<file path="src/rtl/mseb_defines.svh">
`ifndef MSEB_DEFINES_SVH
`define MSEB_DEFINES_SVH

// management frame opcodes
`define MSEB_OP_RD      2'h2
`define MSEB_OP_WR      2'h1

// header field slices of the 12 bits after the start field
`define MSEB_HF_OP      11:10
`define MSEB_HF_PHY     9:5
`define MSEB_HF_REG     4:0

// bit counter end values per frame section
`define MSEB_HDR_LAST   5'h0B
`define MSEB_RD_LAST    5'h0F
`define MSEB_WR_LAST    5'h11

// direct register addresses
`define MSEB_RA_MMDCTL  5'h0D
`define MSEB_RA_MMDAD   5'h0E
`define MSEB_RA_EECTL   5'h10

// mmd control fields and functions
`define MSEB_MC_FN      15:14
`define MSEB_MC_DEV     4:0
`define MSEB_FN_ADDR    2'h0
`define MSEB_FN_INC_RW  2'h2
`define MSEB_EE_DEVAD   5'h1E

// eeprom control register bits
`define MSEB_EEC_GO     15
`define MSEB_EEC_DET    14
`define MSEB_EEC_WR     0

// axi4-lite map, reset values and responses
`define MSEB_AX_CTRL    32'h0000_0000
`define MSEB_AX_STAT    32'h0000_0004
`define MSEB_AX_FRMS    32'h0000_0008
`define MSEB_PHYAD_RST  5'h00
`define MSEB_RESP_OK    2'h0
`define MSEB_RESP_ERR   2'h2
`define MSEB_LINE_IDLE  2'h3

`endif

</file>
<file path="src/rtl/mseb_pkg.sv">
package mseb_pkg;

  // frame decoder states, one-hot
  typedef enum logic [7:0] {
    S_IDLE  = 8'h01,
    S_ST1   = 8'h02,
    S_HDR   = 8'h04,
    S_TA1   = 8'h08,
    S_TA2   = 8'h10,
    S_RDATA = 8'h20,
    S_WDATA = 8'h40,
    S_SKIP  = 8'h80
  } mseb_state_t;

endpackage

</file>
<file path="src/rtl/mseb_bridge.sv">
// The address map and register access over AXI4-Lite are this design's own decisions.
`timescale 1ns/10ps
`include "mseb_defines.svh"
module mseb_bridge (
  input  wire logic        aclk,
  input  wire logic        aresetn,
  input  wire logic [31:0] s_axi_awaddr,
  input  wire logic        s_axi_awvalid,
  output wire logic        s_axi_awready,
  input  wire logic [31:0] s_axi_wdata,
  input  wire logic [3:0]  s_axi_wstrb,
  input  wire logic        s_axi_wvalid,
  output wire logic        s_axi_wready,
  output wire logic [1:0]  s_axi_bresp,
  output wire logic        s_axi_bvalid,
  input  wire logic        s_axi_bready,
  input  wire logic [31:0] s_axi_araddr,
  input  wire logic        s_axi_arvalid,
  output wire logic        s_axi_arready,
  output wire logic [31:0] s_axi_rdata,
  output wire logic [1:0]  s_axi_rresp,
  output wire logic        s_axi_rvalid,
  input  wire logic        s_axi_rready,
  input  wire logic        mdc,
  input  wire logic        mdio_i,
  output wire logic        mdio_o,
  output wire logic        mdio_oe,
  output wire logic        ee_req,
  output wire logic        ee_write,
  output wire logic [15:0] ee_addr,
  output wire logic [7:0]  ee_wdata,
  input  wire logic        ee_done,
  input  wire logic [7:0]  ee_rdata,
  input  wire logic        ee_internal_busy,
  input  wire logic        eeprom_present
);

  mseb_pkg::mseb_state_t st_reg;
  mseb_pkg::mseb_state_t st_next;
  logic [4:0]  cnt_reg;
  logic [15:0] shf_reg;
  logic [4:0]  rad_reg;
  logic        mdo_reg;
  logic        oe_reg;
  logic        mdc_d_reg;
  logic [1:0]  mmd_fn_reg;
  logic [4:0]  mmd_dev_reg;
  logic [15:0] mmd_addr_reg;
  logic [7:0]  ee_byte_reg;
  logic        ee_wr_reg;
  logic [4:0]  phyad_reg;
  logic [15:0] frames_reg;
  logic        aw_got_reg;
  logic        w_got_reg;
  logic [31:0] awaddr_reg;
  logic [31:0] wdata_reg;
  logic        wstrb0_reg;
  logic        bvalid_reg;
  logic [1:0]  bresp_reg;
  logic        rvalid_reg;
  logic [31:0] rdata_reg;
  logic [1:0]  rresp_reg;
  logic [1:0]  line_s;
  logic        ee_busy;
  logic [7:0]  ee_rd_byte;
  logic        ee_rd_valid;

  // mdc is only an input here; both pins cross through two flops
  mseb_sync u_sync (
    .aclk    (aclk),
    .aresetn (aresetn),
    .d       ({mdc, mdio_i}),
    .q       (line_s)
  );

  wire mdc_s  = line_s[1];
  wire mdio_s = line_s[0];
  wire rise   = mdc_s & ~mdc_d_reg;

  // state decode
  wire is_hdr   = st_reg == mseb_pkg::S_HDR;
  wire is_ta1   = st_reg == mseb_pkg::S_TA1;
  wire is_ta2   = st_reg == mseb_pkg::S_TA2;
  wire is_rdata = st_reg == mseb_pkg::S_RDATA;
  wire is_wdata = st_reg == mseb_pkg::S_WDATA;

  // header fields as the last header bit arrives
  wire [11:0] hdr_full = {shf_reg[10:0], mdio_s};
  wire        for_us   = hdr_full[`MSEB_HF_PHY] == phyad_reg;
  wire        rd_us    = for_us && hdr_full[`MSEB_HF_OP] == `MSEB_OP_RD;
  wire        wr_us    = for_us && hdr_full[`MSEB_HF_OP] == `MSEB_OP_WR;
  wire        hdr_done = rise && is_hdr && cnt_reg == `MSEB_HDR_LAST;
  wire        rd_hit   = hdr_done && rd_us;
  wire        wr_done  = rise && is_wdata && cnt_reg == `MSEB_WR_LAST;
  wire [15:0] wdata16  = {shf_reg[14:0], mdio_s};
  wire [4:0]  rad_now  = hdr_full[`MSEB_HF_REG];

  // indirect mmd decode
  wire fn_addr = mmd_fn_reg == `MSEB_FN_ADDR;
  wire ee_dev  = mmd_dev_reg == `MSEB_EE_DEVAD;
  wire wr_ctl  = wr_done && rad_reg == `MSEB_RA_MMDCTL;
  wire wr_ad   = wr_done && rad_reg == `MSEB_RA_MMDAD;
  wire wr_eec  = wr_done && rad_reg == `MSEB_RA_EECTL;
  wire rd_ad   = rd_hit && rad_now == `MSEB_RA_MMDAD;
  wire ad_inc  = (wr_ad && mmd_fn_reg[1]) || (rd_ad && mmd_fn_reg == `MSEB_FN_INC_RW);
  wire ee_start = wr_eec && wdata16[`MSEB_EEC_GO];

  // read word for the addressed register
  wire [15:0] mmd_word = fn_addr ? mmd_addr_reg : ee_dev ? {8'h00, ee_byte_reg} : 16'h0000;
  wire [15:0] rd_word  =
    (rad_now == `MSEB_RA_MMDCTL) ? {mmd_fn_reg, 9'h000, mmd_dev_reg} :
    (rad_now == `MSEB_RA_MMDAD)  ? mmd_word :
    (rad_now == `MSEB_RA_EECTL)  ? {ee_busy, eeprom_present, 13'h0000, ee_wr_reg} :
    16'h0000;

  // frame sequencer; a zero in idle is taken as the first start bit
  always_comb begin
    st_next = st_reg;
    case (st_reg)
      mseb_pkg::S_IDLE:  if (rise && !mdio_s) st_next = mseb_pkg::S_ST1;
      mseb_pkg::S_ST1:   if (rise && mdio_s) st_next = mseb_pkg::S_HDR;
      mseb_pkg::S_HDR: begin
        if (hdr_done)
          st_next = rd_us ? mseb_pkg::S_TA1 : wr_us ? mseb_pkg::S_WDATA : mseb_pkg::S_SKIP;
      end
      mseb_pkg::S_TA1:   if (rise) st_next = mseb_pkg::S_TA2;
      mseb_pkg::S_TA2:   if (rise) st_next = mseb_pkg::S_RDATA;
      mseb_pkg::S_RDATA: if (rise && cnt_reg == `MSEB_RD_LAST) st_next = mseb_pkg::S_IDLE;
      mseb_pkg::S_WDATA,
      mseb_pkg::S_SKIP:  if (rise && cnt_reg == `MSEB_WR_LAST) st_next = mseb_pkg::S_IDLE;
      default:           st_next = mseb_pkg::S_IDLE;
    endcase
  end

  // shifting only on sampled rising edges of mdc
  wire [4:0] cnt_next = (st_next != st_reg) ? 5'h00 : rise ? cnt_reg + 5'h01 : cnt_reg;
  wire [15:0] shf_next =
    !rise                ? shf_reg :
    rd_hit               ? rd_word :
    (is_hdr || is_wdata) ? wdata16 :
    (is_ta2 || is_rdata) ? {shf_reg[14:0], 1'b0} :
    shf_reg;
  // zero for second turnaround bit, then msb first
  wire mdo_next = !rise ? mdo_reg : is_ta1 ? 1'b0 : (is_ta2 || is_rdata) ? shf_reg[15] : 1'b1;
  wire oe_next  = st_next == mseb_pkg::S_TA2 || st_next == mseb_pkg::S_RDATA;

  always_ff @(posedge aclk) begin
    if (!aresetn) begin
      st_reg    <= mseb_pkg::S_IDLE;
      cnt_reg   <= 5'h00;
      shf_reg   <= 16'h0000;
      mdo_reg   <= 1'b1;
      oe_reg    <= 1'b0;
      mdc_d_reg <= 1'b1;
    end else begin
      st_reg    <= st_next;
      cnt_reg   <= cnt_next;
      shf_reg   <= shf_next;
      mdo_reg   <= mdo_next;
      oe_reg    <= oe_next;
      mdc_d_reg <= mdc_s;
    end
  end

  // address of the frame in flight, also shown in the status word
  always_ff @(posedge aclk) begin
    if (!aresetn)
      rad_reg <= 5'h00;
    else if (hdr_done && for_us)
      rad_reg <= rad_now;
  end

  // mmd registers; a completed eeprom read outranks a data write
  wire [15:0] addr_next = (wr_ad && fn_addr) ? wdata16 :
                          ad_inc ? mmd_addr_reg + 16'h0001 : mmd_addr_reg;
  always_ff @(posedge aclk) begin
    if (!aresetn) begin
      mmd_fn_reg   <= `MSEB_FN_ADDR;
      mmd_dev_reg  <= 5'h00;
      mmd_addr_reg <= 16'h0000;
      ee_byte_reg  <= 8'h00;
      ee_wr_reg    <= 1'b0;
    end else begin
      mmd_addr_reg <= addr_next;
      if (wr_ctl) begin
        mmd_fn_reg  <= wdata16[`MSEB_MC_FN];
        mmd_dev_reg <= wdata16[`MSEB_MC_DEV];
      end
      if (ee_rd_valid)
        ee_byte_reg <= ee_rd_byte;
      else if (wr_ad && !fn_addr && ee_dev)
        ee_byte_reg <= wdata16[7:0];
      if (ee_start && !ee_busy)
        ee_wr_reg <= wdata16[`MSEB_EEC_WR];
    end
  end

  // byte-wide request engine with execute/busy tracking
  mseb_ee_hs u_hs (
    .aclk             (aclk),
    .aresetn          (aresetn),
    .start            (ee_start),
    .start_wr         (wdata16[`MSEB_EEC_WR]),
    .start_addr       (mmd_addr_reg),
    .start_data       (ee_byte_reg),
    .ee_internal_busy (ee_internal_busy),
    .ee_done          (ee_done),
    .ee_rdata         (ee_rdata),
    .ee_req           (ee_req),
    .ee_write         (ee_write),
    .ee_addr          (ee_addr),
    .ee_wdata         (ee_wdata),
    .busy             (ee_busy),
    .rd_byte          (ee_rd_byte),
    .rd_valid         (ee_rd_valid)
  );

  // counts frames carrying our phy address and a valid opcode
  always_ff @(posedge aclk) begin
    if (!aresetn)
      frames_reg <= 16'h0000;
    else if (hdr_done && (rd_us || wr_us))
      frames_reg <= frames_reg + 16'h0001;
  end

  // axi4-lite: one write and one read at a time
  function automatic logic mapped(input logic [31:0] a);
    mapped = a == `MSEB_AX_CTRL || a == `MSEB_AX_STAT || a == `MSEB_AX_FRMS;
  endfunction

  wire aw_fire = s_axi_awvalid && s_axi_awready;
  wire w_fire  = s_axi_wvalid && s_axi_wready;
  wire ar_fire = s_axi_arvalid && s_axi_arready;
  wire do_wr   = aw_got_reg && w_got_reg;
  wire [31:0] stat_word = {19'h00000, rad_reg, 5'h00, st_reg != mseb_pkg::S_IDLE,
                           eeprom_present, ee_busy};
  wire [31:0] ax_rd = (s_axi_araddr == `MSEB_AX_CTRL) ? {27'h0000000, phyad_reg} :
                      (s_axi_araddr == `MSEB_AX_STAT) ? stat_word :
                      (s_axi_araddr == `MSEB_AX_FRMS) ? {16'h0000, frames_reg} : 32'h0000_0000;

  // write address and data are latched independently
  always_ff @(posedge aclk) begin
    if (!aresetn) begin
      aw_got_reg <= 1'b0;
      w_got_reg  <= 1'b0;
      awaddr_reg <= 32'h0000_0000;
      wdata_reg  <= 32'h0000_0000;
      wstrb0_reg <= 1'b0;
    end else begin
      aw_got_reg <= !do_wr && (aw_got_reg || aw_fire);
      w_got_reg  <= !do_wr && (w_got_reg || w_fire);
      if (aw_fire) awaddr_reg <= s_axi_awaddr;
      if (w_fire) begin
        wdata_reg  <= s_axi_wdata;
        wstrb0_reg <= s_axi_wstrb[0];
      end
    end
  end

  // register update and responses; unmapped addresses get slverr
  always_ff @(posedge aclk) begin
    if (!aresetn) begin
      phyad_reg  <= `MSEB_PHYAD_RST;
      bvalid_reg <= 1'b0;
      bresp_reg  <= `MSEB_RESP_OK;
      rvalid_reg <= 1'b0;
      rdata_reg  <= 32'h0000_0000;
      rresp_reg  <= `MSEB_RESP_OK;
    end else begin
      if (do_wr && awaddr_reg == `MSEB_AX_CTRL && wstrb0_reg)
        phyad_reg <= wdata_reg[4:0];
      bvalid_reg <= do_wr || (bvalid_reg && !s_axi_bready);
      if (do_wr) bresp_reg <= mapped(awaddr_reg) ? `MSEB_RESP_OK : `MSEB_RESP_ERR;
      rvalid_reg <= ar_fire || (rvalid_reg && !s_axi_rready);
      if (ar_fire) begin
        rdata_reg <= ax_rd;
        rresp_reg <= mapped(s_axi_araddr) ? `MSEB_RESP_OK : `MSEB_RESP_ERR;
      end
    end
  end

  assign s_axi_awready = !aw_got_reg && !bvalid_reg;
  assign s_axi_wready  = !w_got_reg && !bvalid_reg;
  assign s_axi_bvalid  = bvalid_reg;
  assign s_axi_bresp   = bresp_reg;
  assign s_axi_arready = !rvalid_reg;
  assign s_axi_rvalid  = rvalid_reg;
  assign s_axi_rdata   = rdata_reg;
  assign s_axi_rresp   = rresp_reg;
  assign mdio_o        = mdo_reg;
  assign mdio_oe       = oe_reg;
endmodule

</file>
<file path="src/rtl/mseb_sync.sv">
`timescale 1ns/10ps
`include "mseb_defines.svh"

module mseb_sync (
  input  wire logic       aclk,
  input  wire logic       aresetn,
  input  wire logic [1:0] d,
  output wire logic [1:0] q
);

  logic [1:0] meta_reg;
  logic [1:0] q_reg;

  // two stages; only q_reg reads meta_reg, idle line level after reset
  always_ff @(posedge aclk) begin
    if (!aresetn) begin
      meta_reg <= `MSEB_LINE_IDLE;
      q_reg    <= `MSEB_LINE_IDLE;
    end else begin
      meta_reg <= d;
      q_reg    <= meta_reg;
    end
  end

  assign q = q_reg;

endmodule

</file>
<file path="src/rtl/mseb_ee_hs.sv">
`timescale 1ns/10ps
`include "mseb_defines.svh"

module mseb_ee_hs (
  input  wire logic        aclk,
  input  wire logic        aresetn,
  input  wire logic        start,
  input  wire logic        start_wr,
  input  wire logic [15:0] start_addr,
  input  wire logic [7:0]  start_data,
  input  wire logic        ee_internal_busy,
  input  wire logic        ee_done,
  input  wire logic [7:0]  ee_rdata,
  output wire logic        ee_req,
  output wire logic        ee_write,
  output wire logic [15:0] ee_addr,
  output wire logic [7:0]  ee_wdata,
  output wire logic        busy,
  output wire logic [7:0]  rd_byte,
  output wire logic        rd_valid
);

  logic        req_reg;
  logic        wr_reg;
  logic [15:0] addr_reg;
  logic [7:0]  wdata_reg;
  logic [7:0]  rbyte_reg;
  logic        rval_reg;

  // busy covers our own request and any engine-started operation
  assign busy = req_reg | ee_internal_busy;
  wire   take = start & ~busy;
  wire   fin  = req_reg & ee_done;

  // one byte per request; new starts are dropped while busy
  always_ff @(posedge aclk) begin
    if (!aresetn) begin
      req_reg <= 1'b0;
      rval_reg <= 1'b0;
    end else begin
      req_reg  <= take | (req_reg & ~ee_done);
      rval_reg <= fin & ~wr_reg;
    end
  end

  // request payload frozen while the engine works on it
  always_ff @(posedge aclk) begin
    if (!aresetn) begin
      wr_reg    <= 1'b0;
      addr_reg  <= 16'h0000;
      wdata_reg <= 8'h00;
      rbyte_reg <= 8'h00;
    end else begin
      if (take) begin
        wr_reg    <= start_wr;
        addr_reg  <= start_addr;
        wdata_reg <= start_data;
      end
      if (fin && !wr_reg)
        rbyte_reg <= ee_rdata;
    end
  end

  assign ee_req   = req_reg;
  assign ee_write = wr_reg;
  assign ee_addr  = addr_reg;
  assign ee_wdata = wdata_reg;
  assign rd_byte  = rbyte_reg;
  assign rd_valid = rval_reg;
endmodule

</file>
<file path="config.mk">
export PLATFORM = sky130hd
export DESIGN_NAME = mseb_bridge
export DESIGN_NICKNAME = d
export VERILOG_FILES = /design/src/rtl/mseb_pkg.sv /design/src/rtl/mseb_bridge.sv /design/src/rtl/mseb_sync.sv /design/src/rtl/mseb_ee_hs.sv
export VERILOG_INCLUDE_DIRS = /design/src /design/src/rtl
export SDC_FILE = /design/constraint.sdc
export NUM_CORES = 1
export LEC_CHECK = 0
export BUFFER_PORTS_ARGS = -buffer_cell sky130_fd_sc_hd__buf_2
export CAP_MARGIN = 20
export CORE_MARGIN = 1
export CORE_UTILIZATION = 50
export DETAILED_ROUTE_END_ITERATION = 12
export GPL_TIMING_DRIVEN = 0
export PLACE_DENSITY = 0.8
export SLEW_MARGIN = 10
export SYNTH_ARGS = -nofsm -noshare
export SYNTH_HDL_FRONTEND = slang
export SYNTH_SLANG_ARGS = --single-unit
export TNS_END_PERCENT = 30
</file>
<file path="constraint.sdc">
create_clock -name aclk -period 3.48 [get_ports aclk]
set_input_delay 0.174 -clock aclk [delete_from_list [all_inputs] [get_ports aclk]]
set_output_delay 0.174 -clock aclk [all_outputs]
set_load 0.1 [all_outputs]
</file>
# Yosys cells after proc, flatten, opt, wreduce, memory -nomap -nowiden
# Cells that the tools add are included.
# totals
register_bits	207
in_bits	120
output_inout_bits	69
# classes
n_addsub	3
eq_ne	30
mux	29
bitwise_logic	12
reduce_logical	70
# ops
op	count
$mux W16	12
$mux W8	12
$eq A32 B3 Y1 const B	2
$eq A32 B4 Y1 const B	2
$logic_not A32 Y1	2
$pmux W8 S7	1
$logic_and A1 B1 Y1	37
$add A16 B1 Y16 const B	2
$eq A5 B4 Y1 const B	6
$eq A5 B5 Y1 const B	4
$eq A8 B5 Y1 const B	2
$eq A8 B6 Y1 const B	2
$logic_or A1 B1 Y1	13
$logic_not A1 Y1	11
$eq A8 B1 Y1 const B	1
$eq A8 B2 Y1 const B	1
$eq A8 B3 Y1 const B	1
$eq A8 B4 Y1 const B	1
$eq A8 B7 Y1 const B	1
$eq A8 B8 Y1 const B	1
$ne A8 B1 Y1 const B	1
$ne A8 B8 Y1	1
$add A5 B1 Y5 const B	1
$and A1 B1 Y1	5
other kinds (12)	22

# Longest topological paths before layout
# Gate-level depths: netlist of run 1.
# logic_depth
ltp_word	10
ltp_mapped	10
depth_no_buf	9

# Cells and area by module
# Synthesis of run 1 repeated with hierarchy kept, for this count alone.
# hier_totals
cells_unflattened	1072
area_unflattened_um2	8946.1
# modules_own_cells
module	instances	cells_per_inst	area_per_inst_um2
mseb_bridge	1	912	7408.4
mseb_ee_hs	1	152	1432.6
mseb_sync	1	8	105.1

# Worst setup path after synthesis of run 1
# Ideal clock, no wire load.
# synth_path
path_type	flip-flop to flip-flop
from	register bvalid_reg (netlist: s_axi_bvalid)
to	register awaddr_reg[10]
t_arrival_ns	2.998
required_time_ns	3.410
path_slack_ns	0.412
path_stages_with_launch	7
cell_sequence	dfxtp_1 > nor2_1 > and2_1 > clkbuf_1 > clkbuf_1 > nand2_1 > a21oi_1
# synth_via
elab_chain_cells	3
# synth_rtl
element	line_no	rtl
start, declared	mseb_bridge.sv:58	logic bvalid_reg;
start signal, assigned	mseb_bridge.sv:272	bvalid_reg <= do_wr || (bvalid_reg && !s_axi_bready);
$logic_not A1 Y1	mseb_bridge.sv:282	assign s_axi_awready = !aw_got_reg && !bvalid_reg;
$logic_and A1 B1 Y1	mseb_bridge.sv:282	
via s_axi_awready	mseb_bridge.sv:9	output wire logic s_axi_awready,
$logic_and A1 B1 Y1	mseb_bridge.sv:231	wire aw_fire = s_axi_awvalid && s_axi_awready;
end signal, assigned	mseb_bridge.sv:252	if (aw_fire) awaddr_reg <= s_axi_awaddr;
end, declared	mseb_bridge.sv:55	logic [31:0] awaddr_reg;
# The timed path passes the listed nets, and every way through them passes these cells.
# A chain may end at the register's enable or synchronous reset.

# Worst setup path in the final report of run 1
# layout_path
from	register st_reg[0]
to	register mmd_addr_reg[3]
# layout_via
elab_chain_cells	8
# layout_rtl
element	line_no	rtl
start, declared	mseb_bridge.sv:38	mseb_pkg::mseb_state_t st_reg;
start signal, assigned	mseb_bridge.sv:149	st_reg <= mseb_pkg::S_IDLE;
start signal, assigned	mseb_bridge.sv:156	st_reg <= st_next;
$eq A8 B3 Y1	mseb_bridge.sv:81	wire is_hdr = st_reg == mseb_pkg::S_HDR;
$logic_and A1 B1 Y1	mseb_bridge.sv:92	wire hdr_done = rise && is_hdr && cnt_reg == `MSEB_HDR_LAST;
$logic_and A1 B1 Y1 (no source line)	-	
$logic_and A1 B1 Y1	mseb_bridge.sv:93	wire rd_hit = hdr_done && rd_us;
$logic_and A1 B1 Y1 (no source line) (2 in series)	-	
$logic_or A1 B1 Y1	mseb_bridge.sv:105	wire ad_inc = (wr_ad && mmd_fn_reg[1]) || (rd_ad && mmd_fn_reg == `MSEB_FN_INC_RW);
$reduce_bool A2 Y1 (no source line)	-	
end signal, assigned	mseb_bridge.sv:184	mmd_addr_reg <= addr_next;
end, declared	mseb_bridge.sv:48	logic [15:0] mmd_addr_reg;
# Parallel ways exist; a longest one is shown, timed or not.

==> impl_metrics.env, run 1 <==
export IMPL_outcome="finished clean"
export IMPL_clockRootBuffer="clkbuf_16"
export IMPL_cp_required_ns=3.80
export IMPL_start_kind="register"
export IMPL_use_met2=0.4897
export IMPL_p_leak_nw=4.236
export IMPL_dp_hpwl_um=18970
export IMPL_rsz0062_at_grt="false"
export IMPL_diodes=0
export IMPL_fin_setup_tns_ns=0
export IMPL_syn_area_per_cell_um2=8.056
export IMPL_ys_ff_latch=188
export IMPL_hold_violations=0
export IMPL_ys_seq_area_frac=0.4270
export IMPL_startpoint="st_reg[0]"
export IMPL_power_density_nw_per_um2=429.5
export IMPL_cts_buffers=17
export IMPL_ys_warnings_count=0
export IMPL_crit_type="reg2reg"
export IMPL_grt_max_degree=22
export IMPL_min_path_type="in2reg"
export IMPL_met1_usage=0.3682
export IMPL_drv_slew=0
export IMPL_gp_congestion=0.9798
export IMPL_core_um2=17240
export IMPL_dr_pass1_iters=5
export IMPL_r2r_start="st_reg[0]"
export IMPL_setup_viol=0
export IMPL_use_met3=0.07620
export IMPL_tritoncts="built"
export IMPL_dp_slack_ns=0.4208
export IMPL_slowest_stage="or4_1"
export IMPL_fin_nets=1445
export IMPL_die_x_um=134.8
export IMPL_synth_most_common_cell="dfxtp_1"
export IMPL_arrival_ns=3.48
export IMPL_crit_buf_inv=4
export IMPL_min_period_ns=3.153
export IMPL_critPathCaptureType="register"
export IMPL_finalCritPeriodShare=0.9061
export IMPL_cp_top_family="simple AND/OR/NAND/NOR gates"
export IMPL_syn_to_final_growth_pct=24.52
export IMPL_cts_sinks=188
export IMPL_routedWlPerCell_um=17.43
export IMPL_clkTransAtPathRegs_ns=0.08
export IMPL_cts_buffer_depth=2
export IMPL_worst_pin_slew_ns=0.8153
export IMPL_vdd_drop_max_v=0.0003725
export IMPL_synth_area_um2=8813
export IMPL_route_detailed_drc=0
export IMPL_largest_reg_flops=32
export IMPL_synth_cells=1094
export IMPL_row_count=48
export IMPL_synthTopCellsByArea="dfxtp_1 (43%), nand2_1 (7.9%), a21oi_1 (7.2%), mux2i_1 (4.1%), nor2_1 (3.9%)"
export IMPL_grt_remaining_overflow=0
export IMPL_detail_route_iter0_violations=768
export IMPL_grt_use_total=0.2984
export IMPL_synth_top_area_share=0.4270
export IMPL_maxCapViolations=0
export IMPL_vias_per_cell=5.819
export IMPL_ys_top_cells_by_count="dfxtp_1 (188), nand2_1 (185), a21oi_1 (127)"
export IMPL_max_freq_ghz=0.3171
export IMPL_synth_top_area_cell="dfxtp_1"
export IMPL_num_io_pins=189
export IMPL_crit_fanout=10
export IMPL_dominantRegCellSynth="dfxtp_1"
export IMPL_slew_headroom=0.4515
export IMPL_port_buffers=139
export IMPL_grt_pass1_vias=8399
export IMPL_top_usage_layer="met2"
export IMPL_worst_clock_skew_ns=0.01338
export IMPL_async_reset_ff_frac=0
export IMPL_floorplan_initialDensity=0.5113
export IMPL_crit_chain="buf_6, or4_1, buf_2, nor4_1, and4_1, clkbuf_1, a21oi_1, clkbuf_1, o21ai_0, a21oi_1"
export IMPL_via_count=9066
export IMPL_die_area_um2=18160
export IMPL_synth_edf_count=0
export IMPL_antenna_found_initial=0
export IMPL_final_layout_size_suffix_gt1_frac=0.1703
export IMPL_synth_cell_type_count=72
export IMPL_ctsResizeCount=0
export IMPL_fin_ws_ns=0.3266
export IMPL_grt_pass1_wl_um=42480
export IMPL_wl_um=27150
export IMPL_htreeDepth=4
export IMPL_worstHoldStart="s_axi_arvalid"
export IMPL_die_h_um=134.8
export IMPL_cp_slowest_stage_delay_ns=0.52
export IMPL_clkLatencyLatePin_ns=0.45
export IMPL_cts_hold_buffers=50
export IMPL_cts_setup_buffers=0
export IMPL_ant_nets=0
[worst reg2reg max path, cell delays in order, from the launching register on]
cell	delay (ns)
dfxtp_1	0.31
buf_6	0.13
or4_1	0.52
buf_2	0.18
nor4_1	0.48
and4_1	0.28
clkbuf_1	0.27
a21oi_1	0.24
clkbuf_1	0.28
o21ai_0	0.26
a21oi_1	0.09
[final timing paths]
path                                   endpoint  slack, ns  depth (start not counted)
worst min-delay path               s_axi_rvalid     0.0007                          3
worst min register to register      u_sync.q[1]       0.41                          1
worst max-delay path            mmd_addr_reg[3]       0.33                         10
worst max register to register  mmd_addr_reg[3]       0.33                         10
[layout by cell type, fill, tap and decap left out, types with 17 or more instances in the layout]
| cell | n |
|---|---|
| conb_1 | 18 |
| nor3_1 | 17 |
| inv_1 | 17 |
| xnor2_1 | 21 |
| nor2_1 | 91 |
| nand3_1 | 37 |
| clkbuf_16 | 17 |
| nor4_1 | 25 |
| nand2_1 | 185 |
| dfxtp_1 | 188 |
| buf_2 | 145 |
| clkbuf_1 | 58 |
| o21ai_0 | 41 |
| a22oi_1 | 20 |
| mux2i_1 | 36 |
| a21oi_1 | 127 |
| dlygate4sd3_1 | 50 |
| buf_4 | 20 |
[through the flow]
| stage | instances | power (mW) | util | hold slack [ns] | area [um^2] |
|---|---|---|---|---|---|
| finish | 1558 | 4.714 | 0.6367 | 0.0007357 | 10970 |
| floorplan | 1111 | 2.597 | - | 0.2730 | 8877 |
| CTS | 1557 | 4.717 | 0.6364 | 0.005571 | 10970 |
| global route | 1558 | 4.855 | 0.6367 | 0.04709 | 10970 |
| detailed placement | 1475 | 2.728 | 0.5717 | 0.3661 | 9854 |
| global placement | 1475 | 2.723 | 0.5717 | 0.3592 | 9854 |
[kinds of logic (layout without fill, tap and decap cells)]
group | count (synthesis) | after routing | synth area share
multiplexers | 39 | 39 | 0.04472
buffers and inverters | 108 | 330 | 0.05721
AND/OR/NAND/NOR | 465 | 465 | 0.2594
AO/OA/AOI/OAI | 262 | 262 | 0.1783
other | 1 | 18 | 0.0004255
flip-flops | 188 | 188 | 0.4270
adder cells (fa/ha/maj) | 5 | 5 | 0.007098
XOR/XNOR | 26 | 26 | 0.02584
[layer usage]
layer / wire [um] / vias to the layer above
met5: 0 / -
met4: 904 / 0
met3: 2610 / 76
met2: 12680 / 478
met1: 10960 / 4228
li1: - / 4284
[layout make-up]
class | instances | area, um^2
buffer | 90 | 436.7
clock buffer | 17 | 425.4
clock inverter | 15 | 188.9
fill | 1394 | 6262
inverter | 18 | 67.56
multi-input combinational | 815 | 4609
sequential | 188 | 3764
tap | 225 | 281.5
timing repair buffer | 190 | 1201
[power breakdown]
part,switching [mW],internal [mW]
Combinational,0.346,0.173
Sequential,0.0269,2.19
Clock,0.998,0.979
Note: power is estimated with default switching activity, not from simulation.
==> run 2: changes to the inputs <==
--- a/config.mk
+++ b/config.mk
@@ -12,9 +12,10 @@
 export CORE_UTILIZATION = 50
 export DETAILED_ROUTE_END_ITERATION = 12
 export GPL_TIMING_DRIVEN = 0
-export PLACE_DENSITY = 0.8
+export PLACE_DENSITY = 0.77
 export SLEW_MARGIN = 10
 export SYNTH_ARGS = -nofsm -noshare
 export SYNTH_HDL_FRONTEND = slang
+export SYNTH_HIERARCHICAL = 1
 export SYNTH_SLANG_ARGS = --single-unit
 export TNS_END_PERCENT = 30
==> constraint.sdc (replaced) <==
create_clock -name aclk -period 2.8 [get_ports aclk]
set_input_delay 0.14 -clock aclk [delete_from_list [all_inputs] [get_ports aclk]]
set_output_delay 0.14 -clock aclk [all_outputs]
set_load 0.1 [all_outputs]
==> run 2 against run 1 <==
Against the previous run:
- sequential power grew 25%
- clock power up 22%
- design area increased by 2.4%
- largest cell class unchanged
- highest routed layer unchanged
==> impl_metrics.env, run 2 <==
export IMPL_cp_required_ns=3.10
export IMPL_maxCapViolations=0
export IMPL_grt_remaining_overflow=0
export IMPL_clkLatencyLatePin_ns=0.44
export IMPL_crit_chain="clkbuf_1, or4_1, nor4_2, nand4_1, clkbuf_1, a211oi_1, xnor2_1, a21oi_1"
export IMPL_die_h_um=135.8
export IMPL_dr_pass1_iters=7
export IMPL_r2r_start="st_reg[1]"
export IMPL_synth_edf_count=0
export IMPL_cp_slowest_stage_delay_ns=0.62
export IMPL_gp_congestion=0.9175
export IMPL_power_density_nw_per_um2=518.0
export IMPL_ant_nets=0
export IMPL_ys_top_cells_by_count="nand2_1 (191), dfxtp_1 (189), nor2_1 (93)"
export IMPL_max_freq_ghz=0.3635
export IMPL_fin_setup_tns_ns=0
export IMPL_worst_clock_skew_ns=0.008890
export IMPL_row_count=48
export IMPL_setup_viol=0
export IMPL_min_period_ns=2.751
export IMPL_die_area_um2=18430
export IMPL_rrSetupSlack_ns=0.05
export IMPL_crit_path_frequent_cell="clkbuf_1"
export IMPL_grt_max_degree=19
export IMPL_use_met2=0.4484
export IMPL_hold_ws_ns=0.03454
export IMPL_min_path_type="in2reg"
export IMPL_top_usage_layer="met2"
export IMPL_floorplan_initialDensity=0.5154
export IMPL_crit_buf_inv=2
export IMPL_synth_top_area_cell="dfxtp_1"
export IMPL_ys_ff_latch=189
export IMPL_finalCritPeriodShare=0.9824
export IMPL_final_cells=1541
export IMPL_synth_area_um2=8946
export IMPL_clkTransAtPathRegs_ns=0.07
export IMPL_tritoncts="built"
export IMPL_hold_violations=0
export IMPL_crit_fanout=10
export IMPL_grt_pass1_vias=8182
export IMPL_slew_headroom=0.3445
export IMPL_num_io_pins=189
export IMPL_fin_area_um2=11230
export IMPL_clockRootBuffer="clkbuf_16"
export IMPL_diodes=0
export IMPL_grt_pass1_wl_um=39960
export IMPL_layout_commonest_cell="nand2_1"
export IMPL_grt_use_total=0.2741
export IMPL_final_layout_size_suffix_gt1_frac=0.1831
export IMPL_critPathCaptureType="register"
export IMPL_arrival_ns=3.06
export IMPL_p_leak_nw=4.357
export IMPL_cts_buffers=17
export IMPL_detail_route_iter0_violations=691
export IMPL_rsz0062_at_grt="true"
export IMPL_fin_nets=1428
export IMPL_drv_slew=0
export IMPL_use_met3=0.04976
export IMPL_ys_warnings_count=6
export IMPL_crit_type="reg2reg"
export IMPL_dominantRegCellSynth="dfxtp_1"
export IMPL_slowest_stage="or4_1"
export IMPL_worst_pin_slew_ns=0.9757
export IMPL_vdd_drop_max_v=0.0004469
export IMPL_ys_seq_area_frac=0.4229
export IMPL_startpoint="st_reg[1]"
export IMPL_wl_um=24690
export IMPL_synth_cells=1072
export IMPL_start_kind="register"
export IMPL_dp_hpwl_um=17180
export IMPL_routedWlPerCell_um=16.02
export IMPL_largest_reg_flops=32
export IMPL_syn_to_final_growth_pct=25.57
export IMPL_finalPower_mw=5.818
export IMPL_synthTopCellsByArea="dfxtp_1 (42%), mux2i_1 (8.7%), nand2_1 (8.0%), nor2_1 (3.9%), a21oi_1 (3.7%)"
export IMPL_die_x_um=135.8
export IMPL_place_inst=1453
export IMPL_placement_cell_area_um2=9990
export IMPL_route_detailed_drc=0
export IMPL_cts_buffer_depth=2
export IMPL_async_reset_ff_frac=0
export IMPL_multi_input_area_um2=4792
export IMPL_met1_usage=0.3530
export IMPL_final_cell_mix="nand2_1 (191), dfxtp_1 (187), buf_2 (147)"
export IMPL_worstHoldStart="ee_done"
export IMPL_htreeDepth=4
export IMPL_antenna_found_initial=0
export IMPL_fillers=1450
export IMPL_outcome="finished clean"
export IMPL_synth_top_area_share=0.4229
export IMPL_cp_top_family="simple AND/OR/NAND/NOR gates"
export IMPL_vias_per_cell=5.600
export IMPL_cts_sinks=189
export IMPL_core_um2=17360
export IMPL_synth_most_common_cell="nand2_1"
export IMPL_syn_area_per_cell_um2=8.345
export IMPL_regArea_um2=3789
export IMPL_port_buffers=139
export IMPL_via_count=8629
export IMPL_synth_cell_type_count=67
run 2: report_power, final:
group | switching, mW | leakage, nW | total, mW | internal, mW
Sequential | 0.0323 | 1.53 | 2.77 | 2.74
Clock | 1.13 | 0.281 | 2.42 | 1.29
Combinational | 0.416 | 2.54 | 0.634 | 0.217
Total | 1.58 | 4.36 | 5.82 | 4.24
run 2: cell type report:
cell class                 count  share of cell area
inverter                      15            0.005012
clock buffer                  18             0.03910
buffer                        86             0.04155
multi-input combinational    798              0.4266
tap                          225             0.02506
timing repair buffer         196              0.1121
sequential                   189              0.3373
clock inverter                14             0.01337
run 2: path summary, 6_finish.rpt:
check / cells after the start / to
max: 8 / mmd_addr_reg[13]
min: 3 / u_hs/ee_req
max reg2reg: 8 / mmd_addr_reg[13]
min reg2reg: 1 / u_sync/q[1]
run 2: cells by family (layout without fill, tap and decap cells):
family          after synthesis  after routing  share of synthesized area
buf+inv                     102            329                    0.05748
xor+xnor                     37             37                    0.03622
other cells                   1             18                  0.0004192
flops                       189            189                     0.4229
compound gates              187            187                     0.1312
simple gates                467            467                     0.2499
mux                          84             84                    0.09482
fa+ha+maj                     5              5                   0.006993
run 2: repair_timing:
action,4_1_cts,5_1_grt
hold endpoints to repair,53,0
pin swaps,1,1
hold buffers,55,0
buffers inserted,1,0
setup endpoints to repair,80,48
gates resized for setup,10,18
run 2: worst reg2reg max path, cell delays in order (launching register included):
cell      delay (ns)
dfxtp_1         0.34
clkbuf_1        0.23
or4_1           0.62
nor4_2          0.35
nand4_1         0.18
clkbuf_1        0.30
a211oi_1        0.35
xnor2_1         0.15
a21oi_1         0.08
run 2: through the flow:
stage          setup WS (ns)    util
2_1_floorplan        -0.2587       -
3_3_place_gp         -0.3047  0.5755
3_5_place_dp         -0.3910  0.5755
4_1_cts             0.008823  0.6435
5_1_grt             -0.06194  0.6472
6_report             0.04928  0.6472
run 2: layer usage:
metal  routed length [um]  up-vias  share of wire
met4                  729        0          0.030
li1                     -     4186              -
met3                 1426       57          0.058
met2                11830      315           0.48
met1                10710     4071           0.43
met5                    0        -              0
==> run 3: changes to the inputs <==
--- a/config.mk
+++ b/config.mk
@@ -9,10 +9,9 @@
 export BUFFER_PORTS_ARGS = -buffer_cell sky130_fd_sc_hd__buf_2
 export CAP_MARGIN = 20
 export CORE_MARGIN = 1
-export CORE_UTILIZATION = 50
+export CORE_UTILIZATION = 40
 export DETAILED_ROUTE_END_ITERATION = 12
 export GPL_TIMING_DRIVEN = 0
-export PLACE_DENSITY = 0.77
 export SLEW_MARGIN = 10
 export SYNTH_ARGS = -nofsm -noshare
 export SYNTH_HDL_FRONTEND = slang
==> run 3 against run 2 <==
Against the previous run:
- the run now ends with setup timing left
- count of clock-buffer cells in the layout stayed put
- sequential cell count stayed put
- global-route usage is 5.3 points lower
- via count is 3.2% lower
- routed wire length is 1.8% higher
- clock power is 2% lower
- sequential power hardly changed
- first-iteration DRC count is 38% lower
==> impl_metrics.env, run 3 (same netlist as run 2, synthesis figures left out) <==
export IMPL_outcome="complete, but fails checks"
export IMPL_violations="setup timing"
export IMPL_slew_headroom=0.3052
export IMPL_route_detailed_drc=0
export IMPL_gp_congestion=0.9107
export IMPL_die_h_um=151.6
export IMPL_setup_viol=1
export IMPL_start_kind="register"
export IMPL_drv_slew=0
export IMPL_cts_sinks=189
export IMPL_die_x_um=151.6
export IMPL_tritoncts="built"
export IMPL_final_cells=1598
export IMPL_finalCritPeriodShare=1.004
export IMPL_dr_pass1_iters=6
export IMPL_detail_route_iter0_violations=431
export IMPL_final_cell_mix="nand2_1 (191), dfxtp_1 (187), buf_2 (146)"
export IMPL_crit_chain="or3b_4, or3_1, clkbuf_4, or4_4, and2_4, or4_1, a31oi_1"
export IMPL_clkLatencyLatePin_ns=0.45
export IMPL_worst_clock_skew_ns=0.01420
export IMPL_die_area_um2=22970
export IMPL_worst_pin_slew_ns=1.034
export IMPL_max_freq_ghz=0.3557
export IMPL_grt_pass1_wl_um=39560
export IMPL_grt_use_total=0.2216
export IMPL_slowest_stage="or4_4"
export IMPL_layout_commonest_cell="nand2_1"
export IMPL_crit_fanout=8
export IMPL_place_inst=1508
export IMPL_ant_nets=0
export IMPL_min_period_ns=2.811
export IMPL_maxCapViolations=0
export IMPL_antenna_found_initial=0
export IMPL_power_frac_comb=0.109
export IMPL_fillers=2128
export IMPL_clockRootBuffer="clkbuf_16"
export IMPL_via_count=8352
export IMPL_core_um2=21890
export IMPL_grt_max_degree=20
export IMPL_cell_internal_pwr_mw=4.145
export IMPL_fin_area_um2=11300
export IMPL_min_path_type="in2reg"
export IMPL_row_count=54
export IMPL_critPathCaptureType="register"
export IMPL_seqPwrFrac=0.478
export IMPL_cts_buffers=17
export IMPL_cp_required_ns=3.16
export IMPL_dp_hpwl_um=18080
export IMPL_htreeDepth=4
export IMPL_diodes=0
export IMPL_switching_share=0.2828
export IMPL_hold_violations=0
export IMPL_p_leak_nw=4.372
export IMPL_power_density_nw_per_um2=511.4
export IMPL_vias_per_cell=5.227
export IMPL_largest_reg_flops=32
export IMPL_syn_to_final_growth_pct=26.34
export IMPL_floorplan_initialDensity=0.4087
export IMPL_rsz0062_at_grt="true"
export IMPL_fin_ws_ns=-0.01132
export IMPL_port_buffers=139
export IMPL_crit_type="reg2reg"
export IMPL_grt_pass1_vias=7698
export IMPL_vdd_drop_max_v=0.0003613
export IMPL_arrival_ns=3.17
export IMPL_p_sw_mw=1.635
export IMPL_routedWlPerCell_um=15.72
export IMPL_cp_slowest_stage_delay_ns=0.56
export IMPL_num_io_pins=189
export IMPL_fin_nets=1430
export IMPL_cts_buffer_depth=2
export IMPL_regArea_um2=3789
export IMPL_power_frac_clock=0.412
export IMPL_grt_remaining_overflow=0
export IMPL_clkTransAtPathRegs_ns=0.07
export IMPL_wl_um=25130
export IMPL_placement_cell_area_um2=10060
export IMPL_multi_input_area_um2=4790
export IMPL_final_layout_size_suffix_gt1_frac=0.1859
export IMPL_hold_ws_ns=0.01451
-- run 3: cell count changes in the layout (fill, tap and decap cells not counted), moves of 3 or more --
cell	change
clkinvlp_4	-3
clkinv_8	+3
o21ai_1	+3
o21ai_0	-5
inv_6	+3
buf_4	+3
-- run 3: repair_timing --
item | in CTS | in global routing
buffers inserted | 2 | 2
hold endpoints to repair | 53 | 0
pin swaps | 1 | 1
resized for setup | 16 | 18
setup endpoints to repair | 72 | 39
hold buffers | 55 | 0
-- run 3: worst paths after layout --
kind                           start               end  slack (ns)  cells past startpoint
hold reg to reg   u_sync/meta_reg[0]       u_sync/q[0]        0.41                      1
setup reg to reg         u_sync/q[1]  mmd_addr_reg[14]       -0.01                      7
setup / recovery         u_sync/q[1]  mmd_addr_reg[14]       -0.01                      7
hold / removal               ee_done       u_hs/ee_req        0.01                      3
-- run 3: cell type report --
cell class	count	area share
Multi-Input combinational cell	798	0.4238
Sequential cell	189	0.3352
Timing Repair Buffer	198	0.1129
Buffer	86	0.04118
Clock buffer	18	0.03797
Tap cell	280	0.03100
Clock inverter	14	0.01295
Inverter	15	0.004982
-- run 3: worst max-delay path: cells and delay by family (launching register included) --
kind                   cells  cell delay [ns]
AO/OA/AOI/OAI              1             0.19
buffers and inverters      1             0.18
flip-flops                 1             0.37
AND/OR/NAND/NOR            5             1.98
-- run 3: metrics by stage --
| stage | setup TNS [ns] | setup WS, ns | util | power (mW) |
|---|---|---|---|---|
| finish | -0.01132 | -0.01132 | 0.5163 | 5.779 |
| global placement | -14.29 | -0.4290 | 0.4595 | 3.383 |
| global route | -0.1952 | -0.1035 | 0.5163 | 6.009 |
| detailed placement | -13.04 | -0.4310 | 0.4595 | 3.385 |
| CTS | -0.002562 | -0.002562 | 0.5139 | 5.817 |
| floorplan | -1.633 | -0.2587 | - | 3.226 |
-- run 3: per-layer routing --
| metal | wire (um) | global-route usage | up-vias |
|---|---|---|---|
| met2 | 11830 | 0.3527 | 199 |
| li1 | - | - | 4204 |
| met4 | 477 | 0.06485 | 0 |
| met5 | 0 | 0 | - |
| met3 | 939 | 0.03473 | 32 |
| met1 | 11870 | 0.3078 | 3917 |
-- run 3: power groups by stage --
stage	Combinational, mW	Sequential [mW]	Clock (mW)
6_report	0.632	2.77	2.38
5_1_grt	0.686	2.77	2.55
4_1_cts	0.628	2.77	2.42
3_5_place_dp	0.557	2.83	0
3_3_place_gp	0.556	2.83	0
2_1_floorplan	0.377	2.85	0
